`src/rtl/spl_map.svh`:
```
// Named constants of the supervisor pin logic
`ifndef SPL_MAP_SVH
`define SPL_MAP_SVH
// Crystal time base
`define SPL_XTAL_HZ 32768
// Power-up hold and reset pulse length
`define SPL_HOLD_MS 250
// Hold time in crystal ticks, least time so rounded up
`define SPL_HOLD_TICKS ((`SPL_HOLD_MS * `SPL_XTAL_HZ + 999) / 1000)
// Watchdog period in crystal ticks
`define SPL_WDOG_TICKS 16384
// Pushbutton debounce in crystal ticks
`define SPL_DEB_TICKS 328
// Timer widths
`define SPL_TMR_W 16
// Serial framing
`define SPL_BITS 4'h8
`define SPL_DIR_BIT 7
`define SPL_ADDR_W 7
`define SPL_BYTE_W 8
`define SPL_LAST_BIT 3'h7
`endif

```
`src/rtl/spl_pkg.sv`:
```
// Types shared by the supervisor pin logic
package spl_pkg;
  // Supervisor state
  typedef enum logic [1:0] {
    SPL_OFF = 2'b00,
    SPL_HOLD = 2'b01,
    SPL_RUN = 2'b10,
    SPL_PULSE = 2'b11
  } spl_state_e;
  // Serial phase
  typedef enum logic [1:0] {
    SPL_CMD = 2'b00,
    SPL_WDATA = 2'b01,
    SPL_RDATA = 2'b10,
    SPL_DONE = 2'b11
  } spl_phase_e;
endpackage

```
`src/rtl/spl_sync.sv`:
```
// Three-stage input synchroniser with agreement filter
`timescale 1ns/1ps
`default_nettype none
module spl_sync #(
  parameter int W = 1
) (
  // Clock and control
  input wire logic sys_clk,
  input wire logic sys_rst,
  input wire logic clk_en,
  // Data
  input wire logic [W-1:0] d_in,
  output logic [W-1:0] q_out
);
  // All state in one record
  typedef struct packed {
    logic [W-1:0] s1;
    logic [W-1:0] s2;
    logic [W-1:0] s3;
    logic [W-1:0] q;
  } spl_sync_s;

  spl_sync_s st_ff;
  spl_sync_s nxt_st;

  //////////////////////////////////////////////////////////////////////
  // Next state: a change is taken only when stages two and three agree
  always_comb begin
    nxt_st = st_ff;
    nxt_st.s1 = d_in;
    nxt_st.s2 = st_ff.s1;
    nxt_st.s3 = st_ff.s2;
    for (int i = 0; i < W; i++) begin
      if (st_ff.s2[i] == st_ff.s3[i]) begin
        nxt_st.q[i] = st_ff.s3[i];
      end
    end
  end

  // Register; clock enable freezes everything
  always_ff @(posedge sys_clk) begin
    if (sys_rst) begin
      st_ff <= '0;
    end else if (clk_en) begin
      st_ff <= nxt_st;
    end
  end

  assign q_out = st_ff.q;
endmodule
`default_nettype wire

```
`src/rtl/spl_top.sv`:
```
// Supervisor pin logic: serial port, SRAM gating, interrupt, reset supervisor
`timescale 1ns/1ps
`default_nettype none
`include "spl_map.svh"

module spl_top #(
  parameter logic [`SPL_TMR_W-1:0] HOLD_TICKS = `SPL_TMR_W'(`SPL_HOLD_TICKS),
  parameter logic [`SPL_TMR_W-1:0] WDOG_TICKS = `SPL_TMR_W'(`SPL_WDOG_TICKS),
  parameter logic [`SPL_TMR_W-1:0] DEB_TICKS = `SPL_TMR_W'(`SPL_DEB_TICKS)
) (
  // Clock, reset, enable
  input wire logic sys_clk,
  input wire logic sys_rst,
  input wire logic clk_en,
  // Supply comparator and crystal
  input wire logic power_ok,
  input wire logic crystal_in,
  // Serial port
  input wire logic ser_clk,
  input wire logic ser_sel,
  input wire logic ser_data_in,
  output logic ser_data_out,
  output logic ser_data_oe,
  // Register side, same clock domain
  output logic [`SPL_ADDR_W-1:0] reg_addr,
  output logic [`SPL_BYTE_W-1:0] reg_wdata,
  output logic reg_wr,
  output logic reg_rd,
  input wire logic [`SPL_BYTE_W-1:0] reg_rdata,
  // SRAM gating
  input wire logic ram_enable_in_n,
  input wire logic upper_byte_enable_n,
  input wire logic lower_byte_enable_n,
  output logic ram_high_byte_enable_out_n,
  output logic ram_low_byte_enable_out_n,
  // Interrupt, same clock domain
  input wire logic alarm_flag,
  input wire logic alarm_irq_enable,
  output logic int_out,
  // Reset pin, open drain, and watchdog strobe
  input wire logic rst_pin_in,
  output logic rst_pin_out,
  output logic rst_pin_oe,
  input wire logic watchdog_strobe_n
);
  // Synchronised pin bundle positions
  localparam int NSYNC = 9;

  // All state of the block
  typedef struct packed {
    spl_pkg::spl_state_e state;
    spl_pkg::spl_phase_e phase;
    logic [`SPL_TMR_W-1:0] tmr; // Hold and pulse timer
    logic [`SPL_TMR_W-1:0] wdog; // Watchdog timer
    logic [`SPL_TMR_W-1:0] deb; // Pushbutton debounce
    logic xtal_q; // Previous crystal level
    logic sclk_q; // Previous serial clock
    logic sel_q; // Previous select
    logic stb_q; // Previous strobe
    logic [3:0] bitcnt; // Bits in current byte
    logic [`SPL_BYTE_W-1:0] shreg; // Serial shift register
    logic rd_load; // Read data due next cycle
    logic [`SPL_ADDR_W-1:0] addr;
    logic [`SPL_BYTE_W-1:0] wdata;
    logic wr;
    logic rd;
    logic sd_o;
    logic sd_oe;
    logic rst_oe;
    logic rst_o;
    logic ceh_n;
    logic cel_n;
    logic int_o;
  } spl_top_s;

  spl_top_s st_ff;
  spl_top_s nxt_st;

  // Synchronised pins
  logic [NSYNC-1:0] pins_raw;
  logic [NSYNC-1:0] pins_s;
  logic s_pwr, s_xtal, s_sclk, s_sel, s_sdi, s_ramen_n, s_ub_n, s_lb_n, s_rst, s_stb_n;

  ////////////////////////////////////////////////////////////////////////
  // Pin synchronisers
  assign pins_raw = {power_ok, crystal_in, ser_clk, ser_sel, ser_data_in,
                     ram_enable_in_n, upper_byte_enable_n, lower_byte_enable_n, rst_pin_in};

  spl_sync #(.W(NSYNC)) u_sync (
    .sys_clk(sys_clk),
    .sys_rst(sys_rst),
    .clk_en(clk_en),
    .d_in(pins_raw),
    .q_out(pins_s)
  );

  // Strobe on its own synchroniser; it resets low, so reset never looks like a fall
  spl_sync #(.W(1)) u_sync_stb (
    .sys_clk(sys_clk),
    .sys_rst(sys_rst),
    .clk_en(clk_en),
    .d_in(watchdog_strobe_n),
    .q_out(s_stb_n)
  );

  assign {s_pwr, s_xtal, s_sclk, s_sel, s_sdi, s_ramen_n, s_ub_n, s_lb_n, s_rst} = pins_s;

  // Edge helper on registered copies
  // Shared by crystal, serial clock, select and strobe edge detection
  function automatic logic rose(input logic now, input logic was);
    rose = now & ~was;
  endfunction

  ////////////////////////////////////////////////////////////////////////
  // Next-state logic
  always_comb begin
    logic tick;
    logic run;
    logic sclk_rise;
    logic sclk_fall;
    logic stb_fall;
    tick = 1'b0;
    run = 1'b0;
    sclk_rise = 1'b0;
    sclk_fall = 1'b0;
    stb_fall = 1'b0;
    nxt_st = st_ff;
    nxt_st.wr = 1'b0;
    nxt_st.rd = 1'b0;
    nxt_st.rd_load = 1'b0;
    nxt_st.xtal_q = s_xtal;
    nxt_st.sclk_q = s_sclk;
    nxt_st.sel_q = s_sel;
    nxt_st.stb_q = s_stb_n;

    // Crystal edge drives all timing; no crystal, no time
    tick = rose(s_xtal, st_ff.xtal_q);
    // High-to-low strobe edge restarts the watchdog
    stb_fall = rose(st_ff.stb_q, s_stb_n);
    sclk_rise = rose(s_sclk, st_ff.sclk_q);
    sclk_fall = rose(st_ff.sclk_q, s_sclk);

    // Supervisor state machine
    case (st_ff.state)
      spl_pkg::SPL_OFF: begin
        // Supply out of tolerance: wait for it to return
        nxt_st.tmr = '0;
        if (s_pwr) begin
          nxt_st.state = spl_pkg::SPL_HOLD;
        end
      end
      spl_pkg::SPL_HOLD: begin
        // Hold after supply returns; serial, SRAM, button and strobe inputs ignored meanwhile
        if (tick) begin
          nxt_st.tmr = st_ff.tmr + `SPL_TMR_W'(1);
        end
        if (st_ff.tmr >= HOLD_TICKS) begin
          nxt_st.state = spl_pkg::SPL_RUN;
          nxt_st.tmr = '0;
          nxt_st.wdog = '0;
          nxt_st.deb = '0;
        end
      end
      spl_pkg::SPL_RUN: begin
        run = 1'b1;
        // Watchdog: a high-to-low strobe edge restarts the period
        if (stb_fall) begin
          nxt_st.wdog = '0;
        end else if (tick) begin
          nxt_st.wdog = st_ff.wdog + `SPL_TMR_W'(1);
        end
        // Pushbutton: pin must stay low a full debounce
        if (s_rst) begin
          nxt_st.deb = '0;
        end else if (tick) begin
          nxt_st.deb = st_ff.deb + `SPL_TMR_W'(1);
        end
        if (st_ff.wdog >= WDOG_TICKS || st_ff.deb >= DEB_TICKS) begin
          nxt_st.state = spl_pkg::SPL_PULSE;
          nxt_st.tmr = '0;
        end
      end
      spl_pkg::SPL_PULSE: begin
        // Reset pulse of the full hold length
        if (tick) begin
          nxt_st.tmr = st_ff.tmr + `SPL_TMR_W'(1);
        end
        if (st_ff.tmr >= HOLD_TICKS) begin
          // Pin sensing restarts clean, so our own pull is not seen as a button
          nxt_st.state = spl_pkg::SPL_RUN;
          nxt_st.wdog = '0;
          nxt_st.deb = '0;
        end
      end
      default: begin
        nxt_st.state = spl_pkg::SPL_OFF;
      end
    endcase

    // Supply failure overrides every state and transition
    if (!s_pwr) begin
      nxt_st.state = spl_pkg::SPL_OFF;
    end

    // Reset pin: only ever pulled low, released otherwise
    nxt_st.rst_o = 1'b0;
    nxt_st.rst_oe = (nxt_st.state != spl_pkg::SPL_RUN);

    // SRAM gating: blocked until hold done and while supply fails
    // Registered gate costs a few cycles of latency but never glitches an enable
    nxt_st.ceh_n = ~(run && s_pwr && !s_ramen_n && !s_ub_n);
    nxt_st.cel_n = ~(run && s_pwr && !s_ramen_n && !s_lb_n);

    // Interrupt: active high while flag and enable both set
    // Pure gate, no dependence on supply state
    // Caller owns the sticky flag and its clear; no flag is kept here
    nxt_st.int_o = alarm_flag & alarm_irq_enable;

    // Serial port, ignored during hold or with select low
    // Bits beyond one data byte land in the done phase and are dropped
    if (!run || !s_sel) begin
      nxt_st.phase = spl_pkg::SPL_CMD;
      nxt_st.bitcnt = '0;
      nxt_st.sd_oe = 1'b0;
    end else begin
      if (rose(s_sel, st_ff.sel_q)) begin
        // New transfer: first byte is the command
        nxt_st.phase = spl_pkg::SPL_CMD;
        nxt_st.bitcnt = '0;
      end
      // Load read data in the same cycle as the read strobe
      if (st_ff.rd_load) begin
        nxt_st.shreg = reg_rdata;
      end
      case (st_ff.phase)
        spl_pkg::SPL_CMD: begin
          if (sclk_rise) begin
            // LSB first, sampled on rising clock
            nxt_st.shreg = {s_sdi, st_ff.shreg[`SPL_BYTE_W-1:1]};
            nxt_st.bitcnt = st_ff.bitcnt + 4'h1;
            if (st_ff.bitcnt == `SPL_BITS - 4'h1) begin
              nxt_st.bitcnt = '0;
              nxt_st.addr = nxt_st.shreg[`SPL_ADDR_W-1:0];
              if (nxt_st.shreg[`SPL_DIR_BIT]) begin
                nxt_st.phase = spl_pkg::SPL_WDATA;
              end else begin
                nxt_st.phase = spl_pkg::SPL_RDATA;
                nxt_st.rd = 1'b1;
                nxt_st.rd_load = 1'b1;
              end
            end
          end
        end
        spl_pkg::SPL_WDATA: begin
          // Data byte follows the command under the same select
          if (sclk_rise) begin
            nxt_st.shreg = {s_sdi, st_ff.shreg[`SPL_BYTE_W-1:1]};
            nxt_st.bitcnt = st_ff.bitcnt + 4'h1;
            if (st_ff.bitcnt == `SPL_BITS - 4'h1) begin
              nxt_st.wdata = nxt_st.shreg;
              nxt_st.wr = 1'b1;
              nxt_st.phase = spl_pkg::SPL_DONE;
            end
          end
        end
        spl_pkg::SPL_RDATA: begin
          // Device drives the data pin on falling clock
          if (sclk_fall) begin
            nxt_st.sd_oe = 1'b1;
            nxt_st.sd_o = st_ff.shreg[0];
            nxt_st.shreg = {1'b0, st_ff.shreg[`SPL_BYTE_W-1:1]};
            nxt_st.bitcnt = st_ff.bitcnt + 4'h1;
            if (st_ff.bitcnt[2:0] == `SPL_LAST_BIT) begin
              nxt_st.phase = spl_pkg::SPL_DONE;
            end
          end
        end
        spl_pkg::SPL_DONE: begin
          // Extra clocks ignored; pin released on next falling edge
          if (sclk_fall) begin
            nxt_st.sd_oe = 1'b0;
          end
        end
        default: begin
          nxt_st.phase = spl_pkg::SPL_CMD;
        end
      endcase
    end
  end

  ////////////////////////////////////////////////////////////////////////
  // State register; clock enable freezes all state
  always_ff @(posedge sys_clk) begin
    if (sys_rst) begin
      st_ff <= '0;
      st_ff.state <= spl_pkg::SPL_OFF;
      st_ff.rst_oe <= 1'b1;
      st_ff.ceh_n <= 1'b1;
      st_ff.cel_n <= 1'b1;
    end else if (clk_en) begin
      st_ff <= nxt_st;
    end
  end

  ////////////////////////////////////////////////////////////////////////
  // Outputs straight from flops
  assign ser_data_out = st_ff.sd_o;
  assign ser_data_oe = st_ff.sd_oe;
  assign reg_addr = st_ff.addr;
  assign reg_wdata = st_ff.wdata;
  assign reg_wr = st_ff.wr;
  assign reg_rd = st_ff.rd;
  assign ram_high_byte_enable_out_n = st_ff.ceh_n;
  assign ram_low_byte_enable_out_n = st_ff.cel_n;
  assign int_out = st_ff.int_o;
  // Reset pin value is fixed low; only its enable moves
  assign rst_pin_out = st_ff.rst_o;
  assign rst_pin_oe = st_ff.rst_oe;
endmodule
`default_nettype wire

```
`config.mk`:
```
export PLATFORM = sky130hd
export DESIGN_NAME = spl_top
export DESIGN_NICKNAME = d
export VERILOG_FILES = /design/src/rtl/spl_pkg.sv /design/src/rtl/spl_sync.sv /design/src/rtl/spl_top.sv
export VERILOG_INCLUDE_DIRS = /design/src /design/src/rtl
export SDC_FILE = /design/constraint.sdc
export NUM_CORES = 1
export LEC_CHECK = 0
export BUFFER_PORTS_ARGS = -buffer_cell sky130_fd_sc_hd__buf_2
export CAP_MARGIN = 20
export CORE_MARGIN = 8
export CORE_UTILIZATION = 54
export DETAILED_ROUTE_END_ITERATION = 6
export GPL_ROUTABILITY_DRIVEN = 1
export GPL_TIMING_DRIVEN = 0
export MAX_ROUTING_LAYER = met4
export PLACE_DENSITY = 0.74
export RECOVER_POWER = 50
export SYNTH_ARGS = -nofsm -noshare
export SYNTH_HDL_FRONTEND = slang
export SYNTH_SLANG_ARGS = --single-unit
```
`constraint.sdc`:
```
create_clock -name sys_clk -period 2.65 [get_ports sys_clk]
set_input_delay 0.265 -clock sys_clk [delete_from_list [all_inputs] [get_ports sys_clk]]
set_output_delay 0.265 -clock sys_clk [all_outputs]
set_load 0.01 [all_outputs]
```
==> impl_metrics.yaml, run 1 <==
outcome:
  status: "completed"
synthesis:
  ys_warn_count: 0
  synth_cells: 681
  syn_area_sq_um: 5960
  synth_ff_type: "dfxtp_1"
  syn_nets: 711
  syn_area_per_cell_sq_um: 8.75
  synth-seq-cells: 131
  yosysSeqAreaShare_pct: 44.0
  async_flop_share_pct: 0
  synth_edf_count: 0
  synth_cell_types: 61
detailed_routing:
  drt-vias-per-instance: 5.61
  routed-via-count: 5090
  drt_pre_antenna_iters: 5
  drc: 0
  drt_iter0_markers: 439
  finalWirelength_um: 13900
  wire_per_inst_um: 15.3
  ant_nets: 0
setup_path:
  crit_path_start: "st_ff[71]"
  critPathCaptureType: "flip-flop"
  critPathSlowestCell: "nor4_1"
  path_class: "reg -> reg"
  path_max_fanout: 10
  critPathRequiredTime_ns: 3.12
  worstReg2RegStart: "st_ff[71]"
  crit_arrival_ns: 2.69
  worstSetupStartpointType: "flip-flop"
  cpPeakStageDelay_ns: 0.65
  r2r_setup_slack_ns: 0.43
  timing.rr.end: "st_ff[86]"
  worstRegToRegCells: 5
  worstPathCellList: "nor4_1 -> o2111ai_2 -> a31o_2 -> clkbuf_8 -> nor2_1"
timing:
  post-route-period-util_pct: 83.9
  fin_crit_ns: 2.22
  tightest_slew_ns: 0.741
  setup-violations-final: 0
  drv_slew: 0
  max_slew_margin_pct: 50.2
  skew_ns: 0.00825
  tns_ns: 0
  max_freq_mhz: 450
  rsz0062_at_grt: "no"
  hold_viol: 0
global_route:
  grt_overflow: 0
  grt_start_max_net_pins: 17
  track_usage_pct: 20.4
  antenna_found_initial: 0
  grt_pass1_wl_um: 23600
  grt_pass1_vias: 4893
floorplanning:
  ios: 47
  row_count: 38
  die_w_um: 121
  die-area_sq_um: 14700
  start_util_pct: 55.2
  dieHeight_um: 121
  core_sq_um: 10800
clocking:
  ctsResizeCount: 0
  cts_buffer_depth: 2
  root_buffer: "clkbuf_8"
  insertion_delay_ns: 0.53
  cts_tree: "done"
  clock-sinks: 131
  cts-buffers-inserted: 17
  clk_pin_slew_ns: 0.06
  cts_htree_levels: 4
placed_design:
  port_buffers: 44
  dp_hpwl_um: 9700
  gp_congestion: 0.902
final_layout:
  diodes: 0
  layout_commonest_cell: "dfxtp_1"
  area_delta_synth_final_pct: 17.4
  final_cell_mix: "131 x dfxtp_1, 108 x nor2_1, 53 x clkbuf_1"
  fillers: 894
  final_nets: 784
  final_util_pct: 64.8
  drive_above_1_share_pct: 11.6
power:
  ir_drop_mv: 0.519
  leakagePower_nw: 2.64
  pwr_density_cell_nw_per_um2: 632
  power_mw: 4.42
min_path:
  hold_start: "alarm_irq_enable"
  hold_depth: 3
  min_to: "int_out"
  hp-class: "in -> reg"
job:
  drv_cap: 0
==> metal layers <==
metal	track usage (%)	up-vias	part of all wire, %
met4	7.34	0	1.6
li1	-	2532	-
met2	32.3	117	49
met5	-	-	0
met1	24.7	2420	45
met3	5.12	21	4.3
==> power by group <==
| part | switching, mW | internal (mW) |
|---|---|---|
| sequential | 0.0109 | 1.99 |
| combinational | 0.0876 | 0.0579 |
| clock | 0.905 | 1.37 |
==> flip-flops by register name, summed over array words and instances, names as in the netlist <==
signal,cells
ram_low_byte_enable_out_n,1
u_sync_stb.q_out,1
u_sync.nxt_st,18
reg_wr,1
int_out,1
u_sync.st_ff,9
st_ff,69
ser_data_oe,1
u_sync_stb.nxt_st,2
ram_high_byte_enable_out_n,1
ser_data_out,1
reg_addr,7
u_sync_stb.st_ff,1
reg_wdata,8
rst_pin_oe,1
u_sync.q_out,9
==> per-stage QoR <==
stage | worst slack, ns | area [sq um] | std cells | hold slack (ns)
2_1_floorplan | 0.928 | 5960 | 681 | 0.412
4_1_cts | 0.422 | 7040 | 907 | 0.00863
3_3_place_gp | 0.537 | 6350 | 865 | 0.446
6_report | 0.426 | 6990 | 907 | 0.0188
5_1_grt | 0.251 | 6990 | 907 | 0.0254
3_5_place_dp | 0.471 | 6350 | 865 | 0.453
==> Yosys cell counts, types with 5 or more instances <==
master	instances	area, sq um
a211oi_1	6	45.0
a21o_1	10	75.1
a21oi_1	37	185
and2_1	5	31.3
and3_1	9	56.3
buf_2	10	50.1
buf_4	16	120
clkbuf_1	23	86.3
dfxtp_1	131	2620
ha_1	7	87.6
inv_1	12	45.0
mux2i_1	47	470
nand2_1	44	165
nand2b_1	5	31.3
nand3_1	28	140
nand3b_1	7	52.6
nand4_1	18	113
nand4b_1	5	43.8
nor2_1	108	405
nor3_1	15	75.1
nor4_1	14	87.6
o21ai_0	32	160
xnor2_1	18	158
xor2_1	16	140
==> worst max-delay path, delay by kind of cell (launching register included) <==
kind            cells  cell delay [ns]
compound gates      2             0.89
flops               1             0.34
simple gates        2             0.76
buf+inv             1             0.18
==> how the worst max path moves through the flow <==
stage	end	slack (ns)	depth (start not counted)
CTS	reg_addr[1]	0.42	5
finish	st_ff[86]	0.43	5
global placement	reg_addr[6]	0.54	5
floorplan	reg_addr[0]	0.93	4
detailed placement	st_ff[78]	0.47	5
global route	st_ff[84]	0.25	5
==> final cells by class <==
cell class / count / area [sq um] / share of cell area (%)
plain buffers: 52 / 279 / 3.99
clock buffers: 18 / 428 / 6.12
clock inverters: 14 / 154 / 2.20
inverters: 12 / 45.0 / 0.644
multi-input cells: 486 / 3000 / 42.9
flip-flops and latches: 131 / 2620 / 37.5
well taps: 140 / 175 / 2.50
repair buffers: 54 / 290 / 4.15
==> timing repair <==
action / 4_1_cts / 5_1_grt
hold buffers: 10 / 0
setup buffers: 0 / 0
hold endpoints to repair: 10 / 0
==> cell families after synthesis <==
| group | Yosys count | synth area share [%] |
|---|---|---|
| AO/OA/AOI/OAI | 116 | 12.2 |
| XOR/XNOR | 34 | 5.00 |
| adder cells (fa/ha/maj) | 7 | 1.47 |
| buffers and inverters | 64 | 5.54 |
| flip-flops | 131 | 44.0 |
| multiplexers | 47 | 7.90 |
| other | 1 | 0.0629 |
| AND/OR/NAND/NOR | 281 | 23.9 |
(Power assumes the default switching activity.)
==> inputs of run 2 (changes only) <==
--- a/config.mk
+++ b/config.mk
@@ -14,7 +14,7 @@
 export GPL_ROUTABILITY_DRIVEN = 1
 export GPL_TIMING_DRIVEN = 0
 export MAX_ROUTING_LAYER = met4
-export PLACE_DENSITY = 0.74
+export PLACE_DENSITY = 0.77
 export RECOVER_POWER = 50
 export SYNTH_ARGS = -nofsm -noshare
 export SYNTH_HDL_FRONTEND = slang
==> constraint.sdc (replaced) <==
create_clock -name sys_clk -period 2 [get_ports sys_clk]
set_input_delay 0.2 -clock sys_clk [delete_from_list [all_inputs] [get_ports sys_clk]]
set_output_delay 0.2 -clock sys_clk [all_outputs]
set_load 0.01 [all_outputs]
==> impl_metrics.yaml, run 2 (synthesized netlist as in run 1, its figures left out) <==
setup_path:
  crit_arrival_ns: 2.32
  critPathSlowestCell: "a221oi_2"
  path_max_fanout: 10
  worstRegToRegCells: 7
  crit_cells: 7
  cpPeakStageDelay_ns: 0.46
  worstSetupStartpointType: "flip-flop"
  critPathBufInv: 2
  worstPathCellList: "buf_2 -> o31ai_1 -> a221oi_2 -> buf_4 -> nand3_1 -> xor2_1 -> nor2_1"
  critPathCaptureType: "flip-flop"
  critPathRequiredTime_ns: 2.40
  path_class: "reg -> reg"
  crit_family: "compound AO/OA/AOI/OAI gates"
power:
  leakagePower_nw: 2.70
  p_comb_share_pct: 3.3
  ir_drop_mv: 0.994
  p_int_mw: 4.72
  p_switching_mw: 1.23
  power_frac_clock_pct: 52.2
  seq_power_share_pct: 44.5
  pwr_density_cell_nw_per_um2: 832
  switching_share_pct: 20.6
clocking:
  cts_tree: "done"
  cts_htree_levels: 4
  cts-buffers-inserted: 17
  insertion_delay_ns: 0.53
  root_buffer: "clkbuf_8"
  clock-sinks: 131
  cts_buffer_depth: 2
  clk_pin_slew_ns: 0.06
floorplanning:
  row_count: 38
  core_sq_um: 10800
  ios: 47
  die_w_um: 121
  dieHeight_um: 121
  start_util_pct: 55.2
  die-area_sq_um: 14700
job:
  drv_cap: 0
placed_design:
  placed_cells: 865
  gp_congestion: 0.908
  port_buffers: 44
  dp_hpwl_um: 9700
final_layout:
  drive_above_1_share_pct: 13.5
  final_util_pct: 66.2
  stdcell_count: 910
  top_register: "st_ff"
  layout_commonest_cell: "dfxtp_1"
  final_nets: 788
  final_cell_mix: "130 x dfxtp_1, 108 x nor2_1, 52 x clkbuf_1"
  largest_register_ffs: 69
  area_delta_synth_final_pct: 19.9
min_path:
  hold_depth: 4
  hp-class: "in -> reg"
timing:
  setup-violations-final: 0
  fin_crit_ns: 1.92
  post-route-period-util_pct: 96.0
  tightest_slew_ns: 0.716
  max_freq_mhz: 521
  hold_viol: 0
  skew_ns: 0.00711
  drv_slew: 0
  max_slew_margin_pct: 52.2
detailed_routing:
  ant_nets: 0
  drt_iter0_markers: 367
  wire_per_inst_um: 15.7
  drt-vias-per-instance: 5.68
  routed-via-count: 5166
  drc: 0
  drt_pre_antenna_iters: 5
  finalWirelength_um: 14300
global_route:
  grt_pass1_vias: 5071
  grt_start_max_net_pins: 17
  antenna_found_initial: 0
  grt_overflow: 0
  grt_pass1_wl_um: 23700
  track_usage_pct: 20.5
outcome:
  status: "completed"
==> run 2: metrics by stage <==
stage	hold WS, ns	setup WS (ns)	setup TNS (ns)	area [sq um]	power, mW
CTS	0.0425	0.0354	0	7110	5.98
global route	0.0552	-0.00526	-0.00526	7140	6.13
finish	0.0523	0.0809	0	7140	5.95
detailed placement	0.446	-0.180	-3.54	6350	2.88
floorplan	0.347	0.278	0	5960	2.81
global placement	0.434	-0.113	-2.25	6350	2.88
==> run 2: routing by layer <==
| layer | routed length, um | GRT usage [%] | vias up |
|---|---|---|---|
| met5 | 0 | - | - |
| met1 | 6020 | 22.9 | 2428 |
| met3 | 902 | 5.12 | 28 |
| li1 | - | - | 2535 |
| met4 | 288 | 9.06 | 0 |
| met2 | 7110 | 33.9 | 175 |
==> run 2: path summary, 6_finish.rpt <==
check                      start             endpoint  slack [ns]
min reg2reg  u_sync_stb.st_ff[1]  u_sync_stb.st_ff[1]        0.47
max                    st_ff[91]            st_ff[51]        0.08
max reg2reg            st_ff[91]            st_ff[51]        0.08
min                 reg_rdata[6]            st_ff[31]        0.05
==> run 2: power by group through the flow <==
stage          Clock (mW)  Sequential, mW  Combinational [mW]
2_1_floorplan           0            2.70               0.115
3_3_place_gp            0            2.70               0.173
3_5_place_dp            0            2.70               0.178
4_1_cts              3.14            2.65               0.196
5_1_grt              3.26            2.65               0.214
6_report             3.10            2.65               0.196
==> run 2: timing repair <==
| action | in CTS | in global routing |
|---|---|---|
| hold buffers | 12 | 0 |
| hold endpoints to repair | 11 | 0 |
| setup endpoints to repair | 40 | 47 |
| pin swaps | 2 | 1 |
| buffers inserted | 2 | 1 |
| resized for setup | 6 | 14 |
==> run 2: area by class of cell <==
type	instances	area (sq um)
Tap cell	140	175
Antenna cell	1	2.50
Fill cell	819	3650
Inverter	12	45.0
Buffer	51	282
Clock inverter	10	159
Sequential cell	131	2620
Multi-Input combinational cell	486	3090
Clock buffer	20	425
Timing Repair Buffer	59	345
==> run 2: tightest hold or removal path: stages <==
cell     delay (ns)
buf_2          0.10
nand3_1        0.08
a21o_1         0.11
a21oi_1        0.05
==> inputs of run 3 (changes only) <==
--- a/config.mk
+++ b/config.mk
@@ -8,13 +8,15 @@
 export LEC_CHECK = 0
 export BUFFER_PORTS_ARGS = -buffer_cell sky130_fd_sc_hd__buf_2
 export CAP_MARGIN = 20
+export CELL_PAD_IN_SITES_DETAIL_PLACEMENT = 1
+export CELL_PAD_IN_SITES_GLOBAL_PLACEMENT = 1
 export CORE_MARGIN = 8
-export CORE_UTILIZATION = 54
+export CORE_UTILIZATION = 41
 export DETAILED_ROUTE_END_ITERATION = 6
 export GPL_ROUTABILITY_DRIVEN = 1
 export GPL_TIMING_DRIVEN = 0
 export MAX_ROUTING_LAYER = met4
-export PLACE_DENSITY = 0.77
+export PLACE_DENSITY = 0.76
 export RECOVER_POWER = 50
 export SYNTH_ARGS = -nofsm -noshare
 export SYNTH_HDL_FRONTEND = slang
==> constraint.sdc (replaced) <==
create_clock -name sys_clk -period 2 [get_ports sys_clk]
set_input_delay 0.2 -clock sys_clk [delete_from_list [all_inputs] [get_ports sys_clk]]
set_output_delay 0.2 -clock sys_clk [all_outputs]
set_load 0.05 [all_outputs]
==> impl_metrics.yaml, run 3 (synthesized netlist as in run 1, its figures left out) <==
outcome:
  status: "completed"
global_route:
  grt_start_max_net_pins: 17
  grt_pass1_wl_um: 27200
  track_usage_pct: 18.8
  grt_overflow: 0
  antenna_found_initial: 0
  grt_pass1_vias: 5427
detailed_routing:
  wire_per_inst_um: 17.6
  finalWirelength_um: 16700
  drt_iter0_markers: 293
  drt-vias-per-instance: 5.52
  routed-via-count: 5225
  drc: 0
  ant_nets: 0
  drt_pre_antenna_iters: 5
timing:
  setup-violations-final: 0
  fin_crit_ns: 1.97
  hold_viol: 0
  skew_ns: 0.00975
  hold_slack_ns: 0.0117
  tns_ns: 0
  post-route-period-util_pct: 98.3
  max_slew_margin_pct: 50.8
  drv_slew: 0
  tightest_slew_ns: 0.738
  max_freq_mhz: 509
final_layout:
  final_cell_mix: "130 x dfxtp_1, 108 x nor2_1, 50 x clkbuf_1"
  largest_register_ffs: 69
  layout_commonest_cell: "dfxtp_1"
  final_area_sq_um: 7230
  diodes: 0
  top_register: "st_ff"
  drive_above_1_share_pct: 15.5
  final_nets: 781
  area_delta_synth_final_pct: 21.4
  stdcell_count: 947
min_path:
  hp-class: "in -> reg"
floorplanning:
  die_w_um: 137
  start_util_pct: 41.5
  die-area_sq_um: 18600
  core_sq_um: 14400
  row_count: 44
  dieHeight_um: 137
  ios: 47
placed_design:
  placed_cells: 909
  dp_hpwl_um: 11700
  place_area_sq_um: 6410
  gp_congestion: 0.818
  port_buffers: 44
setup_path:
  critPathBufInv: 2
  worstSetupStartpointType: "flip-flop"
  crit_arrival_ns: 2.26
  path_max_fanout: 10
  path_class: "reg -> reg"
  crit_family: "simple AND/OR/NAND/NOR gates"
  critPathSlowestCell: "nor4_1"
  critPathCaptureType: "flip-flop"
  worstPathCellList: "buf_2 -> o31a_1 -> buf_4 -> o221ai_2 -> nor4_1 -> xnor2_1 -> nor2_1"
  cpPeakStageDelay_ns: 0.44
  r2r_setup_slack_ns: 0.03
  critPathRequiredTime_ns: 2.29
clocking:
  clock-sinks: 131
  root_buffer: "clkbuf_16"
  cts-buffers-inserted: 17
  cts_buffer_depth: 2
  clk_pin_slew_ns: 0.06
  cts_htree_levels: 4
  cts_tree: "done"
  insertion_delay_ns: 0.42
power:
  leakagePower_nw: 2.71
  ir_drop_mv: 0.525
  pwr_density_cell_nw_per_um2: 881
job:
  drv_cap: 0
run 3: final timing paths:
| kind | from | endpoint | depth (start not counted) |
|---|---|---|---|
| worst min-delay path | ser_clk | u_sync.nxt_st[24] | 3 |
| worst max-delay path | st_ff[91] | st_ff[50] | 7 |
| worst min register to register | ser_data_oe | ser_data_oe | 2 |
| worst max register to register | st_ff[91] | st_ff[50] | 7 |
run 3: power breakdown:
group	leakage, nW	switching (mW)	internal [mW]
registers	1.06	0.0147	2.63
logic	1.34	0.125	0.0660
clock network	0.318	1.19	2.34
total	2.71	1.33	5.04
run 3: layout make-up:
class | instances | area, sq um
inverters | 12 | 45.0
clock buffers | 19 | 433
repair buffers | 52 | 265
flip-flops and latches | 131 | 2620
fillers | 1686 | 7130
plain buffers | 51 | 283
clock inverters | 12 | 228
well taps | 184 | 230
multi-input cells | 486 | 3130
run 3: stage by stage:
stage | utilization [%] | worst slack, ns | total power, mW
6_report | 50.3 | 0.0342 | 6.37
3_5_place_dp | 44.6 | -0.278 | 2.90
3_3_place_gp | 44.6 | -0.146 | 2.89
4_1_cts | 49.7 | -0.000210 | 6.44
2_1_floorplan | - | 0.278 | 2.82
5_1_grt | 50.3 | -0.0149 | 6.56
run 3: repair_timing:
| action | 4_1_cts | 5_1_grt |
|---|---|---|
| hold endpoints to repair | 1 | 0 |
| setup endpoints to repair | 52 | 54 |
| pin swaps | 2 | 2 |
| hold buffers | 1 | 0 |
| setup buffers | 3 | 4 |
| gates resized for setup | 8 | 22 |
run 3: worst register-to-register path, delay by kind of cell (launching register included):
family | cells | cell delay [ns]
buf+inv | 2 | 0.39
xor+xnor | 1 | 0.18
flops | 1 | 0.33
simple gates | 2 | 0.50
compound gates | 2 | 0.44
run 3: per-layer routing:
layer	global-route usage [%]	share of wire [%]	up-vias	wire length (um)
met5	-	0	-	0
met1	21.4	44	2599	7360
li1	-	-	2522	-
met3	3.67	3.4	19	573
met4	6.71	1.3	0	216
met2	32.4	51	85	8530
